==> config.mk <==
export PLATFORM = sky130hd
export DESIGN_NAME = hstc_top
export DESIGN_NICKNAME = d
export VERILOG_FILES = /design/src/hdl/hstc_pkg.sv /design/src/hdl/hstc_sync.sv /design/src/hdl/hstc_top.sv
export SDC_FILE = /design/constraint.sdc
export NUM_CORES = 1
export LEC_CHECK = 0
export ABC_CLOCK_PERIOD_IN_PS = 2300
export BUFFER_PORTS_ARGS = -buffer_cell sky130_fd_sc_hd__buf_2
export CORE_MARGIN = 4
export CORE_UTILIZATION = 53
export DETAILED_ROUTE_END_ITERATION = 10
export GPL_TIMING_DRIVEN = 0
export PLACE_DENSITY = 0.89
export SLEW_MARGIN = 20
export SYNTH_ARGS = -nofsm -noshare
export SYNTH_HDL_FRONTEND = slang
export SYNTH_SLANG_ARGS = --single-unit
==> constraint.sdc <==
create_clock -name pclk -period 2.3 [get_ports pclk]
set_input_delay 0.115 -clock pclk [delete_from_list [all_inputs] [get_ports pclk]]
set_output_delay 0.115 -clock pclk [all_outputs]
set_load 0.03 [all_outputs]
==> src/hdl/hstc_pkg.sv <==
package hstc_pkg;

  // Register byte offsets (each register takes one aligned APB word)
  localparam logic [7:0] HSTC_OFS_GAIN = 8'h00;
  localparam logic [7:0] HSTC_OFS_LOOP = 8'h04;
  localparam logic [7:0] HSTC_OFS_SOFS = 8'h08;
  localparam logic [7:0] HSTC_OFS_PCOF = 8'h0C;
  localparam logic [7:0] HSTC_OFS_HCBT = 8'h10;
  localparam logic [7:0] HSTC_OFS_DIAG = 8'h38;
  localparam logic [7:0] HSTC_OFS_STAT = 8'h40;

  // Printed register indexes (byte address is four times these)
  localparam logic [5:0] HSTC_IDX_GAIN = 6'h00;
  localparam logic [5:0] HSTC_IDX_LOOP = 6'h01;
  localparam logic [5:0] HSTC_IDX_SOFS = 6'h02;
  localparam logic [5:0] HSTC_IDX_PCOF = 6'h03;
  localparam logic [5:0] HSTC_IDX_HCBT = 6'h04;
  localparam logic [5:0] HSTC_IDX_DIAG = 6'h0E;

  // Writable bit masks per register
  localparam logic [7:0] HSTC_MSK_GAIN = 8'hFF;
  localparam logic [7:0] HSTC_MSK_LOOP = 8'hFF;
  localparam logic [7:0] HSTC_MSK_SOFS = 8'h7F;
  localparam logic [7:0] HSTC_MSK_PCOF = 8'hFF;
  localparam logic [7:0] HSTC_MSK_HCBT = 8'h8F;
  localparam logic [7:0] HSTC_MSK_DIAG = 8'hFF;

  // Reset values
  localparam logic [7:0] HSTC_RST_GAIN = 8'h00;
  localparam logic [7:0] HSTC_RST_LOOP = 8'h00;
  localparam logic [7:0] HSTC_RST_SOFS = 8'h00;
  localparam logic [7:0] HSTC_RST_PCOF = 8'h00;
  localparam logic [7:0] HSTC_RST_HCBT = 8'h08;
  localparam logic [7:0] HSTC_RST_DIAG = 8'h00;

  // Field positions
  localparam int HSTC_POS_CGAIN = 6;
  localparam int HSTC_POS_FLAG = 7;
  localparam int HSTC_POS_SIGN = 6;

  // Diagnostic mode codes
  localparam logic [7:0] HSTC_DM_NORMAL = 8'h00;
  localparam logic [7:0] HSTC_DM_SIN = 8'h20;
  localparam logic [7:0] HSTC_DM_COS = 8'h21;
  localparam logic [7:0] HSTC_DM_OUT = 8'h22;
  localparam logic [7:0] HSTC_DM_REF = 8'h43;
  localparam logic [7:0] HSTC_DM_CLK = 8'hC0;

  // Pin route selects
  typedef enum logic [2:0] {
    HSTC_RT_NORMAL = 3'h0,
    HSTC_RT_SIN = 3'h1,
    HSTC_RT_COS = 3'h3,
    HSTC_RT_OUT = 3'h2,
    HSTC_RT_REF = 3'h6,
    HSTC_RT_CLK = 3'h7,
    HSTC_RT_OTHER = 3'h5
  } hstc_route_t;

  // Amplitude loop states, Gray along idle, ramp, track
  typedef enum logic [1:0] {
    HSTC_AL_IDLE = 2'b00,
    HSTC_AL_RAMP = 2'b01,
    HSTC_AL_TRACK = 2'b11,
    HSTC_AL_LIMIT = 2'b10
  } hstc_loop_t;

  // Loop gain step period
  localparam int HSTC_CLK_HZ = 40000000;
  localparam int HSTC_STEP_US = 10;
  localparam int HSTC_STEP_CYC = HSTC_CLK_HZ / 1000000 * HSTC_STEP_US;

endpackage

==> src/hdl/hstc_sync.sv <==
`timescale 1ns/1ps
`default_nettype none
// Three-stage synchroniser; change counts once stages two and three agree
module hstc_sync (
  // Clock and reset
  input wire logic pclk,
  input wire logic presetn,
  // Asynchronous level in, filtered level out
  input wire logic async_in,
  output logic sync_out
);

  // Stage registers and filtered level
  typedef struct packed {
    logic s1;
    logic s2;
    logic s3;
    logic lvl;
  } hstc_sync_t;

  hstc_sync_t st_q;
  hstc_sync_t st_d;

  // Next state: first stage feeds only the second
  always_comb begin
    st_d = st_q;
    st_d.s1 = async_in;
    st_d.s2 = st_q.s1;
    st_d.s3 = st_q.s2;
    if (st_q.s2 == st_q.s3) begin
      st_d.lvl = st_q.s3;
    end
  end

  // State register
  always_ff @(posedge pclk or negedge presetn) begin
    if (!presetn) begin
      st_q <= '0;
    end else begin
      st_q <= st_d;
    end
  end

  assign sync_out = st_q.lvl;

endmodule // hstc_sync
`default_nettype wire

==> src/hdl/hstc_top.sv <==
// Decided for this implementation: the APB register port.
`timescale 1ns/1ps
`default_nettype none
module hstc_top import hstc_pkg::*; #(
  parameter int STEP_CYC = HSTC_STEP_CYC,
  parameter int FGAIN_W = 6
) (
  // APB clock and reset
  input wire logic pclk,
  input wire logic presetn,
  // APB slave
  input wire logic psel,
  input wire logic penable,
  input wire logic pwrite,
  input wire logic [7:0] paddr,
  input wire logic [31:0] pwdata,
  output logic [31:0] prdata,
  output logic pready,
  output logic pslverr,
  // Programming pin tied to digital supply (asynchronous)
  input wire logic prog_voltage_pin,
  // Amplitude comparison from the analog loop (asynchronous)
  input wire logic amp_below_setpoint,
  input wire logic amp_above_setpoint,
  // Normal digital outputs and internal clock monitor
  input wire logic inc_a,
  input wire logic inc_b,
  input wire logic inc_z,
  input wire logic com_u,
  input wire logic internal_clock_monitor,
  // Analog front end controls
  output logic [1:0] coarse_gain,
  output logic [FGAIN_W-1:0] second_gain,
  output logic [6:0] cos_ratio_trim,
  output logic sin_offset_neg,
  output logic [5:0] sin_offset_mv,
  output logic cos_offset_neg,
  output logic [5:0] cos_offset_mv,
  output logic low_power_select,
  output logic [3:0] bias_trim,
  output logic fast_hall_clock,
  // Pin routing
  output logic [2:0] pin_route,
  output logic diag_active,
  output logic pin_a,
  output logic pin_b,
  output logic pin_z,
  output logic pin_u
);

  // All block state but the synchroniser flops in one record, registered by a single process; the
  // loop, divider and read latch live here too so reset covers them all
  typedef struct packed {
    logic [7:0] gain;
    logic [7:0] loop;
    logic [7:0] sofs;
    logic [7:0] pcof;
    logic [7:0] hcbt;
    logic [7:0] diag;
    hstc_loop_t lst;
    logic [FGAIN_W-1:0] lgain;
    logic [15:0] tick;
    logic [31:0] rdata;
    logic err;
    logic [2:0] route;
    logic dact;
    logic [3:0] pins;
    logic rdy; // Answer cycle of an access
  } hstc_state_t;

  // Registered state and its next value
  hstc_state_t st_q;
  hstc_state_t st_d;

  // Synchronised pin inputs; the analog comparators and the programming pin
  // are not timed to pclk, so each passes four flops (three stages and the filtered level) before use
  logic prog_s;
  logic below_s;
  logic above_s;

  hstc_sync u_sync_prog (
    .pclk(pclk),
    .presetn(presetn),
    .async_in(prog_voltage_pin),
    .sync_out(prog_s)
  );
  hstc_sync u_sync_below (
    .pclk(pclk),
    .presetn(presetn),
    .async_in(amp_below_setpoint),
    .sync_out(below_s)
  );
  hstc_sync u_sync_above (
    .pclk(pclk),
    .presetn(presetn),
    .async_in(amp_above_setpoint),
    .sync_out(above_s)
  );

  // Access phase qualifiers. The slave inserts one wait state so that read
  // data leaves a flop in the cycle where pready is high
  logic acc;
  logic wr;
  assign acc = psel & penable;
  // Writes take effect only at the edge where pready is sampled high
  assign wr = acc & pwrite & st_q.rdy;

  // Next-state logic
  always_comb begin
    // Scratch values, set at the top so nothing is latched
    logic [7:0] w8;
    logic step;
    logic mapped;
    w8 = pwdata[7:0];
    step = 1'b0;
    mapped = 1'b1;
    st_d = st_q;

    // Wait state: high only in the second access cycle of a transfer
    st_d.rdy = acc & ~st_q.rdy;

    // Register writes; masks drop unassigned bits so they read back zero.
    // Only the low byte of the word is used; the upper bits are ignored
    if (wr) begin
      case (paddr)
        HSTC_OFS_GAIN: st_d.gain = w8 & HSTC_MSK_GAIN;
        HSTC_OFS_LOOP: st_d.loop = w8 & HSTC_MSK_LOOP;
        HSTC_OFS_SOFS: st_d.sofs = w8 & HSTC_MSK_SOFS;
        HSTC_OFS_PCOF: st_d.pcof = w8 & HSTC_MSK_PCOF;
        HSTC_OFS_HCBT: st_d.hcbt = w8 & HSTC_MSK_HCBT;
        HSTC_OFS_DIAG: st_d.diag = w8 & HSTC_MSK_DIAG;
        // Writes to the status word or to gaps change nothing
        default: ;
      endcase
    end

    // Read mux, latched in the first access cycle; status shows loop state
    // and gain. Latching once keeps prdata steady through the answer cycle
    if (acc && !pwrite && !st_q.rdy) begin
      case (paddr)
        HSTC_OFS_GAIN: st_d.rdata = {24'h000000, st_q.gain};
        HSTC_OFS_LOOP: st_d.rdata = {24'h000000, st_q.loop};
        HSTC_OFS_SOFS: st_d.rdata = {24'h000000, st_q.sofs};
        HSTC_OFS_PCOF: st_d.rdata = {24'h000000, st_q.pcof};
        HSTC_OFS_HCBT: st_d.rdata = {24'h000000, st_q.hcbt};
        HSTC_OFS_DIAG: st_d.rdata = {24'h000000, st_q.diag};
        HSTC_OFS_STAT: st_d.rdata = {21'h000000, st_q.dact, st_q.lst,
                                     2'h0, st_q.lgain};
        // Gaps read as zero
        default: st_d.rdata = 32'h00000000;
      endcase
    end

    // Unmapped addresses answer with an error; pslverr is only shown while
    // pready is high, so this bit may lead the answer by a cycle
    case (paddr)
      HSTC_OFS_GAIN, HSTC_OFS_LOOP, HSTC_OFS_SOFS, HSTC_OFS_PCOF,
      HSTC_OFS_HCBT, HSTC_OFS_DIAG, HSTC_OFS_STAT: mapped = 1'b1;
      default: mapped = 1'b0;
    endcase
    st_d.err = acc & ~mapped;

    // Loop step divider. The step must be slower than the analog settling
    // plus the synchroniser delay, or the loop hunts around the setpoint
    if (st_q.tick >= 16'(STEP_CYC - 1)) begin
      st_d.tick = 16'h0000;
      step = 1'b1;
    end else begin
      st_d.tick = st_q.tick + 16'h0001;
    end

    // Amplitude loop: ramp from unity up, then track both ways. Turning the
    // loop off drops the loop gain to unity so a later enable ramps afresh
    if (!st_q.loop[HSTC_POS_FLAG]) begin
      st_d.lst = HSTC_AL_IDLE;
      st_d.lgain = '0;
    end else if (step) begin
      case (st_q.lst)
        // First step after enable starts the ramp from unity gain
        HSTC_AL_IDLE: st_d.lst = HSTC_AL_RAMP;
        HSTC_AL_RAMP: begin
          // Raise gain until setpoint reached after switch-on; the comparator
          // answer is late, so the ramp may pass the setpoint by a step or two
          if (!below_s) begin
            st_d.lst = HSTC_AL_TRACK;
          end else if (&st_q.lgain) begin
            st_d.lst = HSTC_AL_LIMIT;
          end else begin
            st_d.lgain = st_q.lgain + 1'b1;
          end
        end
        HSTC_AL_TRACK, HSTC_AL_LIMIT: begin
          // Correct in either direction; pinned ends show as limit
          // A pinned end means software must pick another coarse gain
          if (below_s && !(&st_q.lgain)) begin
            st_d.lgain = st_q.lgain + 1'b1;
            st_d.lst = HSTC_AL_TRACK;
          end else if (above_s && (|st_q.lgain)) begin
            st_d.lgain = st_q.lgain - 1'b1;
            st_d.lst = HSTC_AL_TRACK;
          end else if (below_s || above_s) begin
            st_d.lst = HSTC_AL_LIMIT;
          end
        end
        default: st_d.lst = HSTC_AL_IDLE;
      endcase
    end

    // Diagnostics need prog pin and a nonzero code. The route is decoded
    // from the next flag value so flag and route change on the same edge
    st_d.dact = prog_s && (st_q.diag != HSTC_DM_NORMAL);
    if (!st_d.dact) begin
      st_d.route = HSTC_RT_NORMAL;
    end else begin
      case (st_q.diag)
        HSTC_DM_SIN: st_d.route = HSTC_RT_SIN;
        HSTC_DM_COS: st_d.route = HSTC_RT_COS;
        HSTC_DM_OUT: st_d.route = HSTC_RT_OUT;
        HSTC_DM_REF: st_d.route = HSTC_RT_REF;
        HSTC_DM_CLK: st_d.route = HSTC_RT_CLK;
        // Unknown nonzero codes still take the pins off their normal outputs
        default: st_d.route = HSTC_RT_OTHER;
      endcase
    end

    // Pins: normal outputs, clock monitor on pin_a in clock diagnostics, else released for analog taps.
    // The pins follow the registered route, one cycle behind it, so a
    // mode change never shows a mixed set of normal and monitor levels
    if (st_q.route == HSTC_RT_NORMAL) begin
      st_d.pins = {com_u, inc_z, inc_b, inc_a};
    end else if (st_q.route == HSTC_RT_CLK) begin
      st_d.pins = {3'b000, internal_clock_monitor};
    end else begin
      st_d.pins = 4'h0;
    end
  end

  // State register; every field clears, then the trim registers take their
  // reset values (bias trim starts at its nominal midpoint)
  always_ff @(posedge pclk or negedge presetn) begin
    if (!presetn) begin
      st_q <= '0;
      st_q.gain <= HSTC_RST_GAIN;
      st_q.loop <= HSTC_RST_LOOP;
      st_q.sofs <= HSTC_RST_SOFS;
      st_q.pcof <= HSTC_RST_PCOF;
      st_q.hcbt <= HSTC_RST_HCBT;
      st_q.diag <= HSTC_RST_DIAG;
      st_q.lst <= HSTC_AL_IDLE;
    end else begin
      st_q <= st_d;
    end
  end

  // APB answer: one wait state; pready and prdata are flop outputs
  assign pready = st_q.rdy;
  assign prdata = st_q.rdata;
  // Error shown only in the answer cycle
  assign pslverr = st_d.err & st_q.rdy;

  // Front end controls; fine gain yields to loop gain when enabled. The
  // analog side decodes the codes; this block only holds and routes them
  assign coarse_gain = st_q.gain[HSTC_POS_CGAIN +: 2];
  assign second_gain = st_q.loop[HSTC_POS_FLAG] ? st_q.lgain
                                                : st_q.gain[FGAIN_W-1:0];
  // Trims pass through as stored; sign handling is analog
  assign cos_ratio_trim = st_q.loop[6:0];
  assign sin_offset_neg = st_q.sofs[HSTC_POS_SIGN];
  assign sin_offset_mv = st_q.sofs[5:0];
  assign cos_offset_neg = st_q.pcof[HSTC_POS_SIGN];
  assign cos_offset_mv = st_q.pcof[5:0];
  assign low_power_select = st_q.pcof[HSTC_POS_FLAG];
  assign bias_trim = st_q.hcbt[3:0];
  assign fast_hall_clock = st_q.hcbt[HSTC_POS_FLAG];
  // Zero angle convention lives in the analog path; code passes through
  assign pin_route = st_q.route;
  // Route flag and pin levels, all straight from flops
  assign diag_active = st_q.dact;
  assign pin_a = st_q.pins[0];
  assign pin_b = st_q.pins[1];
  assign pin_z = st_q.pins[2];
  assign pin_u = st_q.pins[3];

endmodule // hstc_top
`default_nettype wire

==> out/qor_table.md <==
| Metric | This run | Unit |
|:---|:---|:---|
| Portion of total power attributed to sequential cells | 0.575 | - |
| Clock Latency Late Sink | 0.38 | ns |
| FF-to-FF Start | st_q[58] | - |
| CTS tree | built | - |
| Via count of the first global-routing pass | 3855 | - |
| Io pins | 130 | - |
| Remaining global-route overflow | 0 | - |
| Power per unit of standard cell area | 515 | nW/um2 |
| Worst-case register-to-register setup slack | 0.19 | ns |
| Largest incremental delay on the critical path | 0.47 | ns |
| Worst slew slack as a fraction of its limit | 0.560 | - |
| Leakage Power | 3.18 | nW |
| Minimum clock period after layout | 2.11 | ns |
| H-Tree Level Count | 3 | - |
| Root Driver | clkbuf_8 | - |
| Share of flip-flops with an asynchronous set or reset after synthesis | 1.00 | - |
| Ys Warns | 0 | - |
| Wirelength per Cell | 16.2 | um |
| Worst hold path cell count | 2 | - |
| Largest net degree at the start of global routing | 69 | - |
| Critical path type | reg -> reg | - |
| RSZ-0062 raised after global routing | false | - |
| TritonRoute pass-1 iters | 5 | - |
| Area used by multi-input combinational logic | 2080 | um2 |
| Sink of the worst hold path | coarse_gain[0] | - |
| Wire length of the first global-routing pass | 19300 | um |
| Floorplan row count | 35 | - |
| Post-CTS Setup Inserts | 0 | - |
| Detailed placer's ending HPWL | 8240 | um |
| Highest achievable clock rate | 474 | MHz |
| Switching power summed over all nets | 0.840 | mW |
| Post-layout net count | 629 | - |
| Capturing point of the worst reg2reg path | st_q[63] | - |
| Effective utilization at floorplan | 0.546 | - |
| Main area contributors after synthesis | dfrtp_1, mux2_2, buf_4 | - |
| Leading register cell type out of synthesis | dfrtp_1 | - |
| Die area | 11100 | um2 |
| Final Wtd Congestion | 0.891 | - |
| Port Buffer Count | 83 | - |
| Clock buffer depth | 2 | - |
| Global routing usage summed across all routing layers | 0.217 | - |
| Post-detailed-route via-to-cell ratio | 5.25 | - |
| Count of flip-flops with a built-in enable after synthesis | 0 | - |
| Min-delay worst type | in -> reg | - |
| Filler cells | 727 | - |
| Worst-case clock skew | 0.0185 | ns |
| Combined area of all synthesized cells | 5050 | um2 |
| Max Slew Vio Count | 0 | - |
| Routed vias | 3709 | - |
| Kind of end point of the critical path | flip-flop | - |
| Layout cells sized above 1 | 0.427 | - |
| Power Internal | 2.30 | mW |
| Distinct cell type count after synthesis | 65 | - |
| Clock power frac | 0.343 | - |
| VDD IR-drop max | 0.391 | mV |
| Area of the placeable core | 9240 | um2 |
| Number of antenna violations at the first check in global routing | 0 | - |
| Hold Startpoint | pwdata[6] | - |
| Number of cell instances on the worst register-to-register path | 7 | - |
| Clock Sink Count | 100 | - |
| Cell with the biggest individual delay on the critical path | dfrtp_2 | - |
| Arrival @ worst endpoint | 2.41 | ns |
| Max FO, Critical Path | 9 | - |
| Count of unresolved DRC violations after routing | 0 | - |
| Setup TNS Final | 0 | ns |
| Number of max-capacitance violations reported | 0 | - |
| Setup violation total in the final timing report | 0 | - |
| Routed Wire Length | 11400 | um |
| Die W | 106 | um |
| Portion of the clock cycle consumed by the worst path in the final layout | 0.917 | - |
| Library cell with the largest summed area after synthesis | dfrtp_1 | - |
| Status | complete, no violations | - |
| Slew at the pin closest to its max-slew limit | 0.657 | ns |
| Cell breakdown of the critical path | inv_1 > ha_1 > or3b_4 > o311ai_4 > o2bb2ai_4 > o21bai_1 > mux2i_1 | - |
| Nature of the critical path startpoint | flip-flop | - |
| #FFs+latches synth | 100 | - |
| Final count of hold timing violations | 0 | - |
| Req. time, crit path | 2.60 | ns |
| Synth-to-Final Area Change | 20.6 | % |
| Clock edge transition at the registers on the reported setup and hold paths | 0.11 | ns |
| Die boundary height | 106 | um |
| Fraction of power spent switching nets | 0.268 | - |
| Avg Cell Area, Syn | 11.5 | um2 |
| Sequential cell area | 2500 | um2 |
| Count of routing violations after the opening detailed-route iteration | 270 | - |
| Post-synthesis instance total | 440 | - |
| Sequential element share of the synthesized area | 0.496 | - |
| Placed cell count | 680 | - |
| Total CTS buffers | 9 | - |
| Non-filler cells in the finished layout | 707 | - |
| Share of power burned in combinational logic | 0.082 | - |
| Synth top area share | 0.491 | - |
| Antenna violation net count after detailed routing | 0 | - |
| N_diodes | 0 | - |
layer usage:
layer  GRT usage  up-vias  wire length, um
li1            -     1738                -
met4      0.0740        0              216
met5           0        -                0
met1       0.272     1799             4650
met3      0.0637       23              817
met2       0.362      149             5760
logic make-up after synthesis:
kind of cell,synth area share
and+or+nand+nor,0.125
DFF,0.496
buffers and inverters,0.116
muxes,0.142
AOI/OAI and AO/OA,0.0905
xor gates and xnor gates,0.0174
adders and majority gates,0.0134
other,0.000743
worst max-delay path by stage:
stage,start,to,slack (ns),cells after the start
finish,st_q[58],st_q[63],0.19,7
global route,st_q[58],st_q[63],0.03,7
CTS,st_q[58],st_q[63],0.10,7
detailed placement,st_q[58],st_q[63],0.12,7
global placement,presetn,pready,0.16,1
floorplan,st_q[58],st_q[63],0.37,7
metrics by stage:
stage	total power, mW	hold WS, ns	instance area [um2]	utilization	worst slack [ns]
global placement	2.06	0.222	5730	0.620	0.157
detailed placement	2.08	0.0196	5760	0.623	0.117
global route	3.27	0.0259	6090	0.659	0.0342
CTS	3.17	0.0273	6060	0.656	0.101
floorplan	1.97	-0.181	5150	-	0.372
finish	3.14	0.0418	6090	0.659	0.192
power by group through the flow:
stage               Combinational (mW)  Sequential, mW  Clock (mW)
global placement                 0.228            1.84           0
global route                     0.280            1.81        1.18
floorplan                        0.130            1.84           0
detailed placement               0.240            1.84           0
CTS                              0.255            1.80        1.11
finish                           0.257            1.80        1.08
area by class of cell:
| class | count | area share |
|---|---|---|
| buffer | 76 | 0.0905 |
| sequential | 100 | 0.412 |
| inverter | 9 | 0.00555 |
| timing repair buffer | 95 | 0.0919 |
| multi-input combinational | 282 | 0.342 |
| tap | 129 | 0.0265 |
| clock buffer | 9 | 0.0204 |
| clock inverter | 7 | 0.0113 |
synthesized netlist by cell type (4+ instances only):
master	instances
inv_1	9
nand3_1	8
nand2_1	40
nor2_1	20
buf_4	62
and2_1	5
mux2_2	59
and3_1	4
a21oi_1	8
buf_2	6
mux2i_1	5
dfrtp_1	99
a222oi_1	5
xnor2_1	7
o21ai_0	15
a22o_1	10
critical path, delay by kind of cell, from the launching register on:
family / cells / cell delay [ns]
flops: 1 / 0.47
simple gates: 1 / 0.43
compound gates: 3 / 0.65
mux: 1 / 0.19
buf+inv: 1 / 0.11
fa+ha+maj: 1 / 0.19
flip-flops by register name (all words and copies together), names as in the netlist, 3 cells and up:
signal	flops
cos_ratio_trim	7
prdata	11
cos_offset_mv	6
bias_trim	4
sin_offset_mv	6
st_q	39
pin_route	3
cell usage in the layout (no fill, tap or decap), drive strengths merged, types with 2 or more instances in the layout:
master,synthesis,routed
nand2b,3,3
buf,72,156
mux2i,5,5
nand4b,2,2
nor3,4,4
nand4,3,3
nor2,21,21
clkbuf,4,13
nand3,10,10
o211a,2,2
xor2,3,3
inv,9,12
nand3b,2,2
maj3,3,3
a22oi,2,2
o221ai,2,2
xnor2,7,7
a21oi,8,8
mux2,59,59
nor4,4,4
and2,5,5
dfrtp,99,99
conb,1,28
clkinvlp,0,2
and3,4,4
or3,2,2
clkinv,0,2
or3b,2,2
ha,3,3
dlygate4sd3,0,11
and4,2,2
a31oi,3,3
nor2b,3,3
o21ai,16,16
nand2,40,40
a22o,10,10
or4,3,3
a222oi,5,5
what timing repair did:
action / in CTS / in global routing
hold buffers: 11 / 0
endpoints found under the setup margin: 0 / 1
resized for setup: 0 / 3
hold endpoints to repair: 98 / 0
Power figures use the tool's default switching activity.
